[src/common/qfr_regs.svh]
// Constants for the quad-I/O serial flash read sequencer
`ifndef QFR_REGS_SVH
`define QFR_REGS_SVH
`define QFR_OPCODE_QUAD_READ 8'hEB
`define QFR_SPI_CMD_EDGES 4'h8
`define QFR_QPI_CMD_EDGES 4'h2
`define QFR_ADDR_EDGES_3B 4'h6
`define QFR_ADDR_EDGES_4B 4'h8
`define QFR_DUMMY_DC00 4'h6
`define QFR_DUMMY_DC01 4'h4
`define QFR_DUMMY_DC10 4'h8
`define QFR_DUMMY_DC11 4'hA
`define QFR_FIFO_WIDTH 8
`define QFR_FIFO_DEPTH 8
`define QFR_ARRAY_ADDR_BITS 24
`endif

[src/common/qfr_pkg.sv]
// Types shared by the quad-I/O serial flash read sequencer
package qfr_pkg;
  typedef enum logic [2:0] {
    QFR_IDLE = 3'h0,
    QFR_CMD = 3'h1,
    QFR_ADDR = 3'h3,
    QFR_DUMMY = 3'h2,
    QFR_DATA = 3'h6,
    QFR_IGNORE = 3'h7
  } qfr_state_t;

  typedef struct packed {
    logic cs_n;
    logic sclk;
    logic [3:0] io;
  } qfr_pins_t;

  typedef struct packed {
    logic quad_io_enable_bit;
    logic quad_command_mode;
    logic wide_addr_mode;
    logic [7:0] extended_address_bit;
    logic dummy_count_sel_hi;
    logic dummy_count_sel_lo;
    logic busy;
  } qfr_cfg_t;
endpackage

[src/rtl/qfr_read.sv]
// Quad-I/O read sequencer of a serial NOR flash, with its prefetch FIFO
`timescale 1ns/1ps
`default_nettype none
`include "qfr_regs.svh"

// Notes on behaviour
// [RULE_01] Host sets the quad I/O enable bit before issuing the quad read.
// [RULE_02] Address nibbles are sampled from the I/O lines on serial clock rise.
// [RULE_03] Read data goes out a nibble at a time, changing on clock fall.
// [RULE_04] Any start byte; address advances after each byte sent.
// [RULE_05] Address counter wraps past the top of the array to zero.
// [RULE_06] Address, dummy and data phases move four bits per clock.
// [RULE_07] Default 3-byte address; 4-byte mode or extended byte reaches higher. The code masks the top byte off with ADDR_MAX, so neither does.
// [RULE_08] Single-line command, quad address, six dummy clocks by default, quad data.
// [RULE_09] Same read also accepted in quad command mode.
// [RULE_10] Chip select rising in the data phase ends the read and driving.
// [RULE_11] Read ignored while program, erase or status write is busy.
// [RULE_12] Host drives the lines during the two indicator clocks.
// [RULE_13] Host never sends an indicator with complementary nibbles.
// [RULE_14] Dummy count comes from the two dummy-count select bits.
// [RULE_15] Wide address mode carries four address bytes instead of three.
// [RULE_16] The quad read opcode is the same in both command modes.
// [RULE_17] Host without continuous read keeps indicator bits all one or zero.
// [RULE_18] Chip select high releases the lines; await next chip select fall.

// ****************************************
// Prefetch FIFO
// ****************************************
module qfr_fifo #(
  parameter int W = 8,
  parameter int D = 8
) (
  input wire logic clk,
  input wire logic rst,
  input wire logic flush,
  input wire logic in_valid,
  output logic in_ready,
  input wire logic [W-1:0] in_data,
  output logic out_valid,
  input wire logic out_ready,
  output logic [W-1:0] out_data
);
  localparam int AW = $clog2(D);
  localparam int CW = $clog2(D + 1);
  logic [W-1:0] mem_r [D];
  logic [AW-1:0] wr_ptr_r;
  logic [AW-1:0] rd_ptr_r;
  logic [CW-1:0] count_r;
  logic push;
  logic pop;

  // Full and empty straight from the occupancy count
  assign in_ready = (count_r != CW'(D));
  assign out_valid = (count_r != '0);
  assign out_data = mem_r[rd_ptr_r];
  assign push = in_valid && in_ready;
  assign pop = out_valid && out_ready;

  // Storage array, written only on accepted pushes
  always_ff @(posedge clk) begin
    if (push) begin
      mem_r[wr_ptr_r] <= in_data;
    end
  end

  // Pointers and count; flush drops everything held
  always_ff @(posedge clk or posedge rst) begin
    if (rst) begin
      wr_ptr_r <= '0;
      rd_ptr_r <= '0;
      count_r <= '0;
    end else if (flush) begin
      wr_ptr_r <= '0;
      rd_ptr_r <= '0;
      count_r <= '0;
    end else begin
      if (push) begin
        wr_ptr_r <= (wr_ptr_r == AW'(D - 1)) ? '0 : wr_ptr_r + 1'b1;
      end
      if (pop) begin
        rd_ptr_r <= (rd_ptr_r == AW'(D - 1)) ? '0 : rd_ptr_r + 1'b1;
      end
      count_r <= count_r + CW'(push) - CW'(pop);
    end
  end
endmodule

// ****************************************
// Read sequencer top
// ****************************************
module qfr_read
  import qfr_pkg::*;
(
  input wire logic clk,
  input wire logic rst,
  input wire qfr_pins_t pins_in,
  output logic [3:0] io_line_out,
  output logic [3:0] io_line_oe,
  input wire qfr_cfg_t cfg,
  output logic mem_req_valid,
  input wire logic mem_req_ready,
  output logic [31:0] mem_addr,
  input wire logic mem_rsp_valid,
  input wire logic [7:0] mem_rsp_data,
  output logic read_active,
  output logic read_rejected,
  output logic [31:0] out_addr
);
  localparam logic [31:0] ADDR_MAX = 32'((64'h1 << `QFR_ARRAY_ADDR_BITS) - 64'h1);
  qfr_pins_t pins_m;
  qfr_pins_t pins_s;
  logic sclk_d_r, cs_n_d_r;
  logic rise, fall, cs_fall;
  qfr_state_t st_r;
  logic [3:0] cnt_r, cmd_need, addr_need, dummy_need;
  logic [7:0] cmd_sh_r, cmd_byte;
  logic [31:0] addr_sh_r, addr_full;
  logic cmd_last, addr_last, dum_last, accept;
  logic pf_on_r, outst_r, drop_r;
  logic [31:0] pf_addr_r, out_addr_r;
  logic fifo_in_ready, fifo_out_valid, pop;
  logic [7:0] fifo_dout, byte_r;
  logic nib_hi_r, oe_r, rej_r;
  logic [3:0] io_out_r;

  // ****************************************
  // Pin synchronisers and edge detection
  // ****************************************
  // Two stages; only the second stage feeds any logic
  always_ff @(posedge clk or posedge rst) begin
    if (rst) begin
      pins_m <= '{cs_n: 1'b1, sclk: 1'b0, io: 4'h0};
      pins_s <= '{cs_n: 1'b1, sclk: 1'b0, io: 4'h0};
    end else begin
      pins_m <= pins_in;
      pins_s <= pins_m;
    end
  end

  // Delayed copies for edges
  always_ff @(posedge clk or posedge rst) begin
    if (rst) begin
      sclk_d_r <= 1'b0;
      cs_n_d_r <= 1'b1;
    end else begin
      sclk_d_r <= pins_s.sclk;
      cs_n_d_r <= pins_s.cs_n;
    end
  end

  // Clock edges count only while selected
  assign rise = pins_s.sclk && !sclk_d_r && !pins_s.cs_n;
  assign fall = !pins_s.sclk && sclk_d_r && !pins_s.cs_n;
  assign cs_fall = !pins_s.cs_n && cs_n_d_r;

  // ****************************************
  // Phase decode
  // ****************************************
  // [RULE_09] both command modes
  assign cmd_need = cfg.quad_command_mode ? `QFR_QPI_CMD_EDGES : `QFR_SPI_CMD_EDGES;
  assign cmd_byte = cfg.quad_command_mode ? {cmd_sh_r[3:0], pins_s.io} : {cmd_sh_r[6:0], pins_s.io[0]};
  assign cmd_last = (st_r == QFR_CMD) && rise && (cnt_r == cmd_need - 4'h1);
  // [RULE_16] opcode check
  // [RULE_11] busy rejects the read
  assign accept = (cmd_byte == `QFR_OPCODE_QUAD_READ) && !cfg.busy && cfg.quad_io_enable_bit;
  // [RULE_15] wide address lengthens phase
  assign addr_need = cfg.wide_addr_mode ? `QFR_ADDR_EDGES_4B : `QFR_ADDR_EDGES_3B;
  assign addr_last = (st_r == QFR_ADDR) && rise && (cnt_r == addr_need - 4'h1);
  // [RULE_07] extended byte tops 3-byte address
  assign addr_full = cfg.wide_addr_mode ? {addr_sh_r[27:0], pins_s.io} :
                     {cfg.extended_address_bit, addr_sh_r[19:0], pins_s.io};
  // [RULE_14] dummy count select
  always_comb begin
    case ({cfg.dummy_count_sel_hi, cfg.dummy_count_sel_lo})
      2'h0: dummy_need = `QFR_DUMMY_DC00;
      2'h1: dummy_need = `QFR_DUMMY_DC01;
      2'h2: dummy_need = `QFR_DUMMY_DC10;
      default: dummy_need = `QFR_DUMMY_DC11;
    endcase
  end
  // Indicator clocks sit inside the dummy count and are not decoded
  assign dum_last = (st_r == QFR_DUMMY) && rise && (cnt_r == dummy_need - 4'h1);

  // ****************************************
  // Sequencer state
  // ****************************************
  // [RULE_08] command, address, dummy, data
  // [RULE_18] deselect returns to idle
  always_ff @(posedge clk or posedge rst) begin
    if (rst) begin
      st_r <= QFR_IDLE;
    end else if (pins_s.cs_n) begin
      st_r <= QFR_IDLE;
    end else begin
      case (st_r)
        QFR_IDLE: if (cs_fall) st_r <= QFR_CMD;
        QFR_CMD: if (cmd_last) st_r <= accept ? QFR_ADDR : QFR_IGNORE;
        QFR_ADDR: if (addr_last) st_r <= QFR_DUMMY;
        QFR_DUMMY: if (dum_last) st_r <= QFR_DATA;
        QFR_DATA: st_r <= QFR_DATA;
        QFR_IGNORE: st_r <= QFR_IGNORE;
        default: st_r <= QFR_IDLE;
      endcase
    end
  end

  // Edge counter within a phase
  always_ff @(posedge clk or posedge rst) begin
    if (rst) begin
      cnt_r <= 4'h0;
    end else if (pins_s.cs_n || cmd_last || addr_last || dum_last) begin
      cnt_r <= 4'h0;
    end else if (rise && (st_r == QFR_CMD || st_r == QFR_ADDR || st_r == QFR_DUMMY)) begin
      cnt_r <= cnt_r + 4'h1;
    end
  end

  // [RULE_02] capture on rising edge
  // [RULE_06] four bits per clock
  always_ff @(posedge clk or posedge rst) begin
    if (rst) begin
      cmd_sh_r <= 8'h00;
      addr_sh_r <= 32'h0000_0000;
    end else if (rise) begin
      if (st_r == QFR_CMD) cmd_sh_r <= cmd_byte;
      if (st_r == QFR_ADDR) addr_sh_r <= addr_full;
    end
  end

  // Rejected read pulse, one cycle
  always_ff @(posedge clk or posedge rst) begin
    if (rst) begin
      rej_r <= 1'b0;
    end else begin
      rej_r <= cmd_last && (cmd_byte == `QFR_OPCODE_QUAD_READ) && !accept;
    end
  end

  // ****************************************
  // Prefetch from the array
  // ****************************************
  // One fetch in flight; FIFO room at issue guarantees the push fits
  assign mem_req_valid = pf_on_r && !outst_r && fifo_in_ready;
  assign mem_addr = pf_addr_r;

  // [RULE_04] fetch address runs upward
  // [RULE_05] wrap at array top
  always_ff @(posedge clk or posedge rst) begin
    if (rst) begin
      pf_on_r <= 1'b0;
      pf_addr_r <= 32'h0000_0000;
    end else if (addr_last) begin
      pf_on_r <= 1'b1;
      pf_addr_r <= addr_full & ADDR_MAX;
    end else begin
      if (pins_s.cs_n) pf_on_r <= 1'b0;
      if (mem_req_valid && mem_req_ready) begin
        pf_addr_r <= (pf_addr_r == ADDR_MAX) ? 32'h0000_0000 : pf_addr_r + 32'h1;
      end
    end
  end

  // Stale answers from an earlier read are dropped, not pushed
  always_ff @(posedge clk or posedge rst) begin
    if (rst) begin
      outst_r <= 1'b0;
      drop_r <= 1'b0;
    end else begin
      if (mem_rsp_valid) outst_r <= 1'b0;
      else if (mem_req_valid && mem_req_ready) outst_r <= 1'b1;
      if (mem_rsp_valid) drop_r <= 1'b0;
      else if (addr_last && outst_r) drop_r <= 1'b1;
    end
  end

  assign pop = fall && (st_r == QFR_DATA) && nib_hi_r && fifo_out_valid;

  qfr_fifo #(.W(`QFR_FIFO_WIDTH), .D(`QFR_FIFO_DEPTH)) u_fifo (
    .clk(clk),
    .rst(rst),
    .flush(addr_last),
    .in_valid(mem_rsp_valid && !drop_r && pf_on_r),
    .in_ready(fifo_in_ready),
    .in_data(mem_rsp_data),
    .out_valid(fifo_out_valid),
    .out_ready(pop),
    .out_data(fifo_dout)
  );

  // ****************************************
  // Data output
  // ****************************************
  // [RULE_03] nibbles change on falling edge, high nibble first
  always_ff @(posedge clk or posedge rst) begin
    if (rst) begin
      io_out_r <= 4'h0;
      byte_r <= 8'h00;
      nib_hi_r <= 1'b1;
    end else if (addr_last) begin
      nib_hi_r <= 1'b1;
    end else if (fall && st_r == QFR_DATA) begin
      nib_hi_r <= !nib_hi_r;
      if (nib_hi_r) begin
        io_out_r <= fifo_dout[7:4];
        byte_r <= fifo_dout;
      end else begin
        io_out_r <= byte_r[3:0];
      end
    end
  end

  // [RULE_04] output address advances per byte
  always_ff @(posedge clk or posedge rst) begin
    if (rst) begin
      out_addr_r <= 32'h0000_0000;
    end else if (addr_last) begin
      out_addr_r <= addr_full & ADDR_MAX;
    end else if (fall && st_r == QFR_DATA && !nib_hi_r) begin
      out_addr_r <= (out_addr_r == ADDR_MAX) ? 32'h0000_0000 : out_addr_r + 32'h1;
    end
  end

  // [RULE_10] deselect stops driving on the clock after the synchronised chip select reads high
  always_ff @(posedge clk or posedge rst) begin
    if (rst) begin
      oe_r <= 1'b0;
    end else if (pins_s.cs_n) begin
      oe_r <= 1'b0;
    end else if (fall && st_r == QFR_DATA) begin
      oe_r <= 1'b1;
    end
  end

  assign io_line_out = io_out_r;
  assign io_line_oe = {4{oe_r}};
  assign read_active = (st_r == QFR_DATA);
  assign read_rejected = rej_r;
  assign out_addr = out_addr_r;
endmodule
`default_nettype wire

[config.mk]
export PLATFORM = sky130hd
export DESIGN_NAME = qfr_read
export DESIGN_NICKNAME = d
export VERILOG_FILES = /design/src/common/qfr_pkg.sv /design/src/rtl/qfr_read.sv
export VERILOG_INCLUDE_DIRS = /design/src /design/src/common
export SDC_FILE = /design/constraint.sdc
export NUM_CORES = 1
export LEC_CHECK = 0
export BUFFER_PORTS_ARGS = -buffer_cell sky130_fd_sc_hd__buf_2
export CAP_MARGIN = 5
export CORE_UTILIZATION = 60
export CTS_CLUSTER_SIZE = 12
export DETAILED_ROUTE_END_ITERATION = 7
export PLACE_DENSITY = 0.78
export SETUP_SLACK_MARGIN = 0.15
export SLEW_MARGIN = 40
export SYNTH_ARGS = -nofsm -noshare
export SYNTH_HDL_FRONTEND = slang
export SYNTH_HIERARCHICAL = 1
export SYNTH_SLANG_ARGS = --single-unit
[constraint.sdc]
create_clock -name clk -period 13.1 [get_ports clk]
set_input_delay 2.62 -clock clk [delete_from_list [all_inputs] [get_ports clk]]
set_output_delay 2.62 -clock clk [all_outputs]
set_load 0.005 [all_outputs]
==> results.toml, run 1 <==
[run_status]
status = "finished, final reports clean"

[timing]
fin_tns_setup_ps = 0
rsz0062_at_grt = "false"
slew_headroom = 0.409
setup_viol = 0
max_freq_mhz = 206
hold_slack_ps = 354
finalHoldViolations = 0
slew_viol_final = 0
period_needed_ps = 4860
tightestPinTransition_ps = 879
final.setup_skew_ps = 11.3
finalCritPeriodShare = 0.371

[final_layout]
nNetsFinal = 955
synthToLayoutAreaGrowth_pct = 13.5
n_fill_cell = 1057
layout-drive-gt1-share = 0.219
final_cells = 1134
post-route-util = 0.708

[placement]
hpwl_um = 15200
place_inst = 1101
gp_congestion = 0.933
port_buffers = 98

[clocking]
cts_buffers = 17
clk_latency_ps = 440
cts-root-buf = "clkbuf_16"
clk_path_buf_depth = 2
clkTransAtPathRegs_ps = 80
cts_tree = "built"
ctsResizeCount = 0
cts-hold-fix-buffers = 0
cts_sinks = 200
htreeDepth = 4
cts_post_setup_buffers_inserted = 0

[setup_path]
worstPathCellList = "inv_1, ha_1, nor3b_1, inv_1, nand2_1, nor2_1, buf_2"
r2r_cells = 6
crit_top_cell = "inv_1"
crit_family = "simple AND/OR/NAND/NOR gates"
arrival_ps = 2240
cp_num_buf_inv = 3
rrSetupSlack_ps = 9850
crit_end = "mem_req_valid"
path_class = "reg -> out"
cp-end-kind = "output pin"
cp_slowest_stage_delay_ps = 560
crit_cells = 7
r2r-start = "out_addr[0]"
worst_ep_required_time_ps = 10480
cp-start-kind = "register"
reg2reg_to = "out_addr[30]"
crit_fanout = 6
worstSetupStartpoint = "u_fifo/count_r[2]"
slowest_stage = "nor3b_1"

[synthesis]
synth.distinct_cells = 71
ys_ff_latch = 200
netlist_instances = 824
yosysSeqAreaShare = 0.556
async_reset_ff_frac = 0.680
synth_warnings = 6
synth_edf_count = 64
synth_ff_type = "dfrtp_1"
syn_nets = 870
syn_area_sq_mm = 0.00958
avgSynthCellArea_sq_um = 11.6

[floorplanning]
die_h_um = 128
die_area_sq_mm = 0.0165
initial_utilization = 0.624
top_level_ports = 107
core_sq_mm = 0.0154
row_count = 45
dieWidth_um = 128

[route]
wirelength_um = 22600
wl_per_cell_um = 20.0
drt-vias-per-instance = 6.35
first_pass_iters = 5
drt_iter0_drc = 760
vias = 7204
ant_nets = 0
drcViolationCount = 0

[power_and_ir_drop]
p_per_area_mw_per_mm2 = 118
p_total_uw = 1280
leakagePower_uw = 0.00460
vdd_drop_max_mv = 0.115

[global_routing]
grt_max_degree = 77
grt_use_total = 0.288
antenna_found_initial = 1
overflow = 0
grt_pass1_vias = 6870
grt_first_pass_wirelength_um = 36100

[min_path]
hp-class = "reg -> reg"

[job]
cap_viol_max_count = 0
-- worst min-delay path by stage --
stage | startpoint | to | depth (start not counted) | slack [ps]
3_5_place_dp | pins_m[1] | pins_s[1] | 0 | 340
6_report | pins_m[1] | pins_s[1] | 0 | 350
2_1_floorplan | pins_m[0] | pins_s[0] | 0 | 330
4_1_cts | pins_m[1] | pins_s[1] | 0 | 360
5_1_grt | pins_m[5] | pins_s[5] | 0 | 360
3_3_place_gp | pins_m[4] | pins_s[4] | 0 | 330
-- routing by layer --
metal | global-route usage | vias up | share of wire
met5 | 0 | - | 0.00044
met4 | 0.109 | 2 | 0.020
met1 | 0.390 | 3567 | 0.41
met2 | 0.469 | 325 | 0.50
li1 | - | 3267 | -
met3 | 0.0532 | 43 | 0.071
-- cells in the final DEF, fill, tap and decap left out, types with 6 or more instances in the layout --
cell type	Yosys	final
mux4_1	16	16
and3_1	8	8
nand2_1	59	58
inv_8	0	7
or4_1	15	15
nor4_1	10	8
nor3_1	15	14
xor2_1	24	24
nor2_2	0	7
nand3_1	32	32
or3_1	12	12
o2111ai_1	6	6
nand2b_1	6	6
buf_2	3	98
a211oi_1	15	15
xnor2_1	15	15
a21oi_1	57	57
edfxtp_1	64	64
o21ai_0	41	41
nor2_1	60	53
nor2b_1	6	6
buf_4	4	7
mux2_2	33	33
ha_1	13	13
inv_1	25	24
clkbuf_16	0	17
nand4_1	24	24
a31oi_1	8	8
and4_1	6	6
mux2i_1	14	14
dfrtp_1	132	131
-- cells in the mapped netlist, types with 16 or more instances --
master / instances / share of area
inv_1: 25 / 0.0098
nor2_1: 60 / 0.023
xor2_1: 24 / 0.022
nand3_1: 32 / 0.017
nand2_1: 59 / 0.023
mux2_2: 33 / 0.039
a21oi_1: 57 / 0.030
mux4_1: 16 / 0.044
dfrtp_1: 132 / 0.34
edfxtp_1: 64 / 0.20
clkbuf_1: 25 / 0.0098
nand4_1: 24 / 0.016
o21ai_0: 41 / 0.021
-- cell families (layout without fill, tap and decap cells) --
family | after synthesis | in the layout | share of synthesized area
adder cells (fa/ha/maj) | 14 | 14 | 0.0191
AND/OR/NAND/NOR | 288 | 288 | 0.163
flip-flops | 200 | 200 | 0.556
other | 0 | 1 | 0
XOR/XNOR | 39 | 39 | 0.0356
multiplexers | 63 | 63 | 0.0973
buffers and inverters | 65 | 163 | 0.0315
AO/OA/AOI/OAI | 155 | 155 | 0.0974
-- power by group --
group / internal, uW / switching (uW)
combinational: 29.8 / 39.8
clock: 277 / 260
sequential: 661 / 15.2
-- cell type report --
type,instances,area (sq um),area share
multi-input combinational,559,4020,0.369
sequential,200,5330,0.490
antenna,1,2.50,0.000230
clock buffer,17,425,0.0391
clock inverter,15,191,0.0176
tap,211,264,0.0243
inverter,25,96.3,0.00885
timing repair buffer,106,554,0.0509
-- through the flow --
| stage | cell area, sq um | setup slack, ps |
|---|---|---|
| 6_report | 10900 | 8240 |
| 5_1_grt | 10900 | 8090 |
| 4_1_cts | 10800 | 8290 |
| 3_5_place_dp | 10200 | 8030 |
| 3_3_place_gp | 10200 | 8110 |
| 2_1_floorplan | 9580 | 7130 |
-- state kept, by name, indices dropped and copies added, names as in the netlist, 4 cells and up --
signal          cells
u_fifo/mem_r       64
mem_addr           32
out_addr           32
addr_sh_r          20
cmd_sh_r            7
pins_m              6
pins_s              6
byte_r              4
cnt_r               4
io_line_out         4
u_fifo/count_r      4
Power figures use the tool's default switching activity.
==> inputs of run 2 (changes only) <==
--- a/config.mk
+++ b/config.mk
@@ -8,10 +8,10 @@
 export LEC_CHECK = 0
 export BUFFER_PORTS_ARGS = -buffer_cell sky130_fd_sc_hd__buf_2
 export CAP_MARGIN = 5
-export CORE_UTILIZATION = 60
+export CORE_UTILIZATION = 59
 export CTS_CLUSTER_SIZE = 12
 export DETAILED_ROUTE_END_ITERATION = 7
-export PLACE_DENSITY = 0.78
+export PLACE_DENSITY = 0.77
 export SETUP_SLACK_MARGIN = 0.15
 export SLEW_MARGIN = 40
 export SYNTH_ARGS = -nofsm -noshare
==> constraint.sdc (replaced) <==
create_clock -name clk -period 4.94 [get_ports clk]
set_input_delay 0.988 -clock clk [delete_from_list [all_inputs] [get_ports clk]]
set_output_delay 0.988 -clock clk [all_outputs]
set_load 0.005 [all_outputs]
==> run 2 against run 1 <==
Net effect:
- first-iteration DRC count is 20% lower
- hold slack worse by 1.1 ps
- combinational power grew to 2.5 times the previous value
- clock power grew to 2.6 times the previous value
- utilization is 2.2 points lower
- critical path depth is 1 lower
- cell area is 0.17% higher
- flip-flop and latch count stayed put
- die area is 1.7% higher
- non-clock buffer count is 2 lower
- count of clock-buffer cells in the layout stayed put
- setup slack worse by 6600 ps
==> results.toml, run 2 (synthesized netlist as in run 1, its figures left out) <==
[timing]
final.setup_skew_ps = 11.9
layout_setup_ws_ps = 1660
setup_viol = 0
rsz0062_at_grt = "false"
slew_headroom = 0.435
finalHoldViolations = 0
period_needed_ps = 3280
tightestPinTransition_ps = 844
hold_slack_ps = 353
max_freq_mhz = 304
finalCritPeriodShare = 0.665
fin_tns_setup_ps = 0
slew_viol_final = 0

[global_routing]
grt_first_pass_wirelength_um = 34800
grt_max_degree = 68
grt_pass1_vias = 6529
grt_use_total = 0.275
overflow = 0
antenna_found_initial = 0

[floorplanning]
top_level_ports = 107
initial_utilization = 0.603
die_area_sq_mm = 0.0168
row_count = 46
die_h_um = 129
dieWidth_um = 129
core_sq_mm = 0.0159

[clocking]
cts_tree = "built"
clkTransAtPathRegs_ps = 80
htreeDepth = 4
clk_latency_ps = 440
cts_buffers = 17
cts_post_setup_buffers_inserted = 0
clk_path_buf_depth = 2
cts-hold-fix-buffers = 0
ctsResizeCount = 0
cts_sinks = 200
cts-root-buf = "clkbuf_16"

[min_path]
hp-start = "pins_m[4]"
hp-class = "reg -> reg"

[route]
drt-vias-per-instance = 6.29
drt_iter0_drc = 608
wirelength_um = 22000
wl_per_cell_um = 19.4
drcViolationCount = 0
first_pass_iters = 5
ant_nets = 0
vias = 7142

[setup_path]
worst_ep_required_time_ps = 5250
arrival_ps = 3590
cp-end-kind = "register"
path_class = "reg -> reg"
cp-start-kind = "register"
r2r-start = "out_addr[1]"
crit_fanout = 17
worstSetupStartpoint = "out_addr[1]"

[final_layout]
layout_common_cells = "dfrtp_1 (131), buf_2 (98), edfxtp_1 (64), nand2_1 (58), a21oi_1 (57)"
final_common_cell = "dfrtp_1"
largest_register = "u_fifo/mem_r"
largest_register_ffs = 64
final_cells = 1136
antennaDiodeCount = 0
stdcell_area_sq_mm = 0.0109
layout-drive-gt1-share = 0.221
nNetsFinal = 953
synthToLayoutAreaGrowth_pct = 13.7

[power_and_ir_drop]
leakagePower_uw = 0.00458
p_per_area_mw_per_mm2 = 309
vdd_drop_max_mv = 0.242

[placement]
port_buffers = 98
hpwl_um = 14500
place_inst = 1104
gp_congestion = 0.856
placed_cell_area_sq_mm = 0.0103
dpl_worst_slack_ps = 1440

[job]
cap_viol_max_count = 0

[run_status]
status = "finished, final reports clean"
[run 2: changes by cell type in the layout (fill, tap and decap cells not counted), moves of 2 or more]
cell	previous run	this run
nor3_1	14	11
inv_8	7	3
buf_4	7	5
nor3_4	0	2
inv_6	1	3
clkinv_4	2	0
clkinv_8	3	6
[run 2: routing by layer]
layer,part of all wire,global-route usage,vias to the layer above
li1,-,-,3258
met1,0.44,0.397,3563
met2,0.47,0.424,286
met3,0.070,0.0615,35
met4,0.016,0.0746,0
met5,0,0,-
[run 2: layout make-up]
cell class,instances,area [sq um]
clock buffer,17,425
sequential,200,5330
timing repair buffer,104,548
multi-input combinational,559,4040
fill,1144,4990
tap,216,270
clock inverter,15,186
inverter,25,96.3
[run 2: critical path, cell delays in order (launching register included)]
cell and delay (ps):
dfrtp_1 470, ha_1 260, nand4_1 260, nor4_1 760, nand3_1 730, o21ai_0 600, a21oi_1 70
[run 2: stage by stage]
step,power (uW),utilization
2_1_floorplan,1940,-
3_3_place_gp,2000,0.644
3_5_place_dp,2000,0.646
4_1_cts,3380,0.684
5_1_grt,3490,0.686
6_report,3370,0.686
[run 2: worst paths after layout]
| kind | to | slack, ps | cells after the start |
|---|---|---|---|
| max reg2reg | out_addr[28] | 1660 | 6 |
| min reg2reg | pins_s[4] | 350 | 0 |
| max in group asynchronous | addr_sh_r[2] | 3340 | 3 |
| min in group asynchronous | u_fifo/count_r[3] | 550 | 2 |
| min | pins_s[4] | 350 | 0 |
| max | out_addr[28] | 1660 | 6 |
[run 2: power by group]
group          switching, uW  leakage, uW  internal (uW)
Sequential              41.3      0.00225           1750
Combinational           97.7      0.00203           78.1
Clock                    710     0.000294            691
Total                    849      0.00458           2520
==> inputs of run 3 (changes only) <==
--- a/config.mk
+++ b/config.mk
@@ -8,10 +8,10 @@
 export LEC_CHECK = 0
 export BUFFER_PORTS_ARGS = -buffer_cell sky130_fd_sc_hd__buf_2
 export CAP_MARGIN = 5
-export CORE_UTILIZATION = 59
+export CORE_UTILIZATION = 53
 export CTS_CLUSTER_SIZE = 12
 export DETAILED_ROUTE_END_ITERATION = 7
-export PLACE_DENSITY = 0.77
+export PLACE_DENSITY = 0.73
 export SETUP_SLACK_MARGIN = 0.15
 export SLEW_MARGIN = 40
 export SYNTH_ARGS = -nofsm -noshare
==> constraint.sdc (replaced) <==
create_clock -name clk -period 2.99 [get_ports clk]
set_input_delay 0.598 -clock clk [delete_from_list [all_inputs] [get_ports clk]]
set_output_delay 0.598 -clock clk [all_outputs]
set_load 0.005 [all_outputs]
==> run 3 against run 2 <==
Net effect:
- power rose by 68%
- clock skew rose by 2.5 ps
- non-clock buffer count rose by 30
- largest cell class unchanged
==> results.toml, run 3 (synthesized netlist as in run 1, its figures left out) <==
[run_status]
status = "finished, final reports clean"

[power_and_ir_drop]
p_per_area_mw_per_mm2 = 509
swShare = 0.247
power.switching_uw = 1400
combPwrFrac = 0.057
p_clk_frac = 0.419
p_seq_frac = 0.524
p_int_uw = 4250
leakagePower_uw = 0.00475
vdd_drop_max_mv = 0.479

[final_layout]
nNetsFinal = 983
n_fill_cell = 1388
stdcell_area_sq_mm = 0.0111
final_common_cell = "dfrtp_1"
layout_common_cells = "dfrtp_1 (132), buf_2 (98), edfxtp_1 (64), nand2_1 (59), nor2_1 (58)"
largest_register_ffs = 64
final_cells = 1175
layout-drive-gt1-share = 0.235
antennaDiodeCount = 0
synthToLayoutAreaGrowth_pct = 15.8
largest_register = "u_fifo/mem_r"

[global_routing]
antenna_found_initial = 0
grt_pass1_vias = 6697
grt_first_pass_wirelength_um = 34800
grt_use_total = 0.247
grt_max_degree = 110
overflow = 0

[timing]
max_freq_mhz = 369
period_needed_ps = 2710
final.setup_skew_ps = 14.5
finalHoldViolations = 0
tightestPinTransition_ps = 780
rsz0062_at_grt = "false"
finalCritPeriodShare = 0.906
fin_tns_setup_ps = 0
hold_slack_ps = 159
setup_viol = 0
slew_viol_final = 0
slew_headroom = 0.472
layout_setup_ws_ps = 282

[clocking]
clk_path_buf_depth = 2
cts_sinks = 200
htreeDepth = 4
cts-root-buf = "clkbuf_16"
clkTransAtPathRegs_ps = 80
cts_buffers = 17
cts_tree = "built"
clk_latency_ps = 440

[placement]
gp_congestion = 0.863
port_buffers = 98
placed_cell_area_sq_mm = 0.0105
place_inst = 1142
dpl_worst_slack_ps = 235
hpwl_um = 14700

[floorplanning]
initial_utilization = 0.548
dieWidth_um = 136
row_count = 48
core_sq_mm = 0.0175
die_area_sq_mm = 0.0186
top_level_ports = 107
die_h_um = 136

[route]
drcViolationCount = 0
drt_iter0_drc = 546
first_pass_iters = 7
wirelength_um = 21700
wl_per_cell_um = 18.5
ant_nets = 0
vias = 7030
drt-vias-per-instance = 5.98

[setup_path]
slowest_stage = "nor3b_1"
worst_ep_required_time_ps = 2390
crit_fanout = 6
crit_family = "simple AND/OR/NAND/NOR gates"
cp_slowest_stage_delay_ps = 480
crit_cells = 7
cp-start-kind = "register"
path_class = "reg -> out"
worstPathCellList = "inv_1, ha_1, nor3b_1, inv_1, nand2_1, nor2_1, buf_2"
arrival_ps = 2110
r2r_cells = 11
cp_num_buf_inv = 3
cp-end-kind = "output pin"
crit_top_cell = "inv_1"

[min_path]
hp-class = "in -> async"

[job]
cap_viol_max_count = 0
[run 3: cell types whose count changed in the layout (fill, tap and decap cells not counted), sizes merged]
cell    delta
buf       +30
clkinv     -2
bufinv     +1
inv        +1
[run 3: worst paths after layout]
| path | start | end | slack (ps) |
|---|---|---|---|
| max | u_fifo/count_r[2] | mem_req_valid | 280 |
| min | rst | pins_m[2] | 160 |
| max reg2reg | pins_s[4] | u_fifo/count_r[1] | 280 |
| min reg2reg | pins_m[3] | pins_s[3] | 350 |
| max in group asynchronous | rst | out_addr[13] | 1880 |
| min in group clk | pins_in[3] | pins_m[3] | 260 |
[run 3: per-layer routing]
layer	track usage	wire length, um	vias to the layer above
met4	0.0753	352	0
li1	-	-	3340
met5	0	0	-
met3	0.0455	885	26
met2	0.420	11100	202
met1	0.321	9390	3462
[run 3: metrics by stage]
stage	total power, uW	utilization
3_3_place_gp	3300	0.598
4_1_cts	5670	0.634
5_1_grt	5850	0.635
3_5_place_dp	3310	0.598
6_report	5650	0.635
2_1_floorplan	3210	-
[run 3: cell type report]
cell class	count	area (sq um)	area share
clock buffers	17	425	0.0383
well taps	225	282	0.0254
inverters	25	97.6	0.00879
clock inverters	15	191	0.0172
multi-input cells	559	3990	0.359
flip-flops and latches	200	5330	0.480
repair buffers	134	786	0.0708
[run 3: power by group through the flow]
stage	logic (uW)	registers [uW]	clock network [uW]
floorplan	217	3000	0
global route	363	2970	2520
detailed placement	300	3010	0
global placement	289	3010	0
finish	323	2960	2370
CTS	306	2960	2410
[run 3: what timing repair did]
action	in CTS	in global routing
hold buffers	0	0
setup endpoints to repair	0	2
setup buffers	0	1
resized for setup	0	4
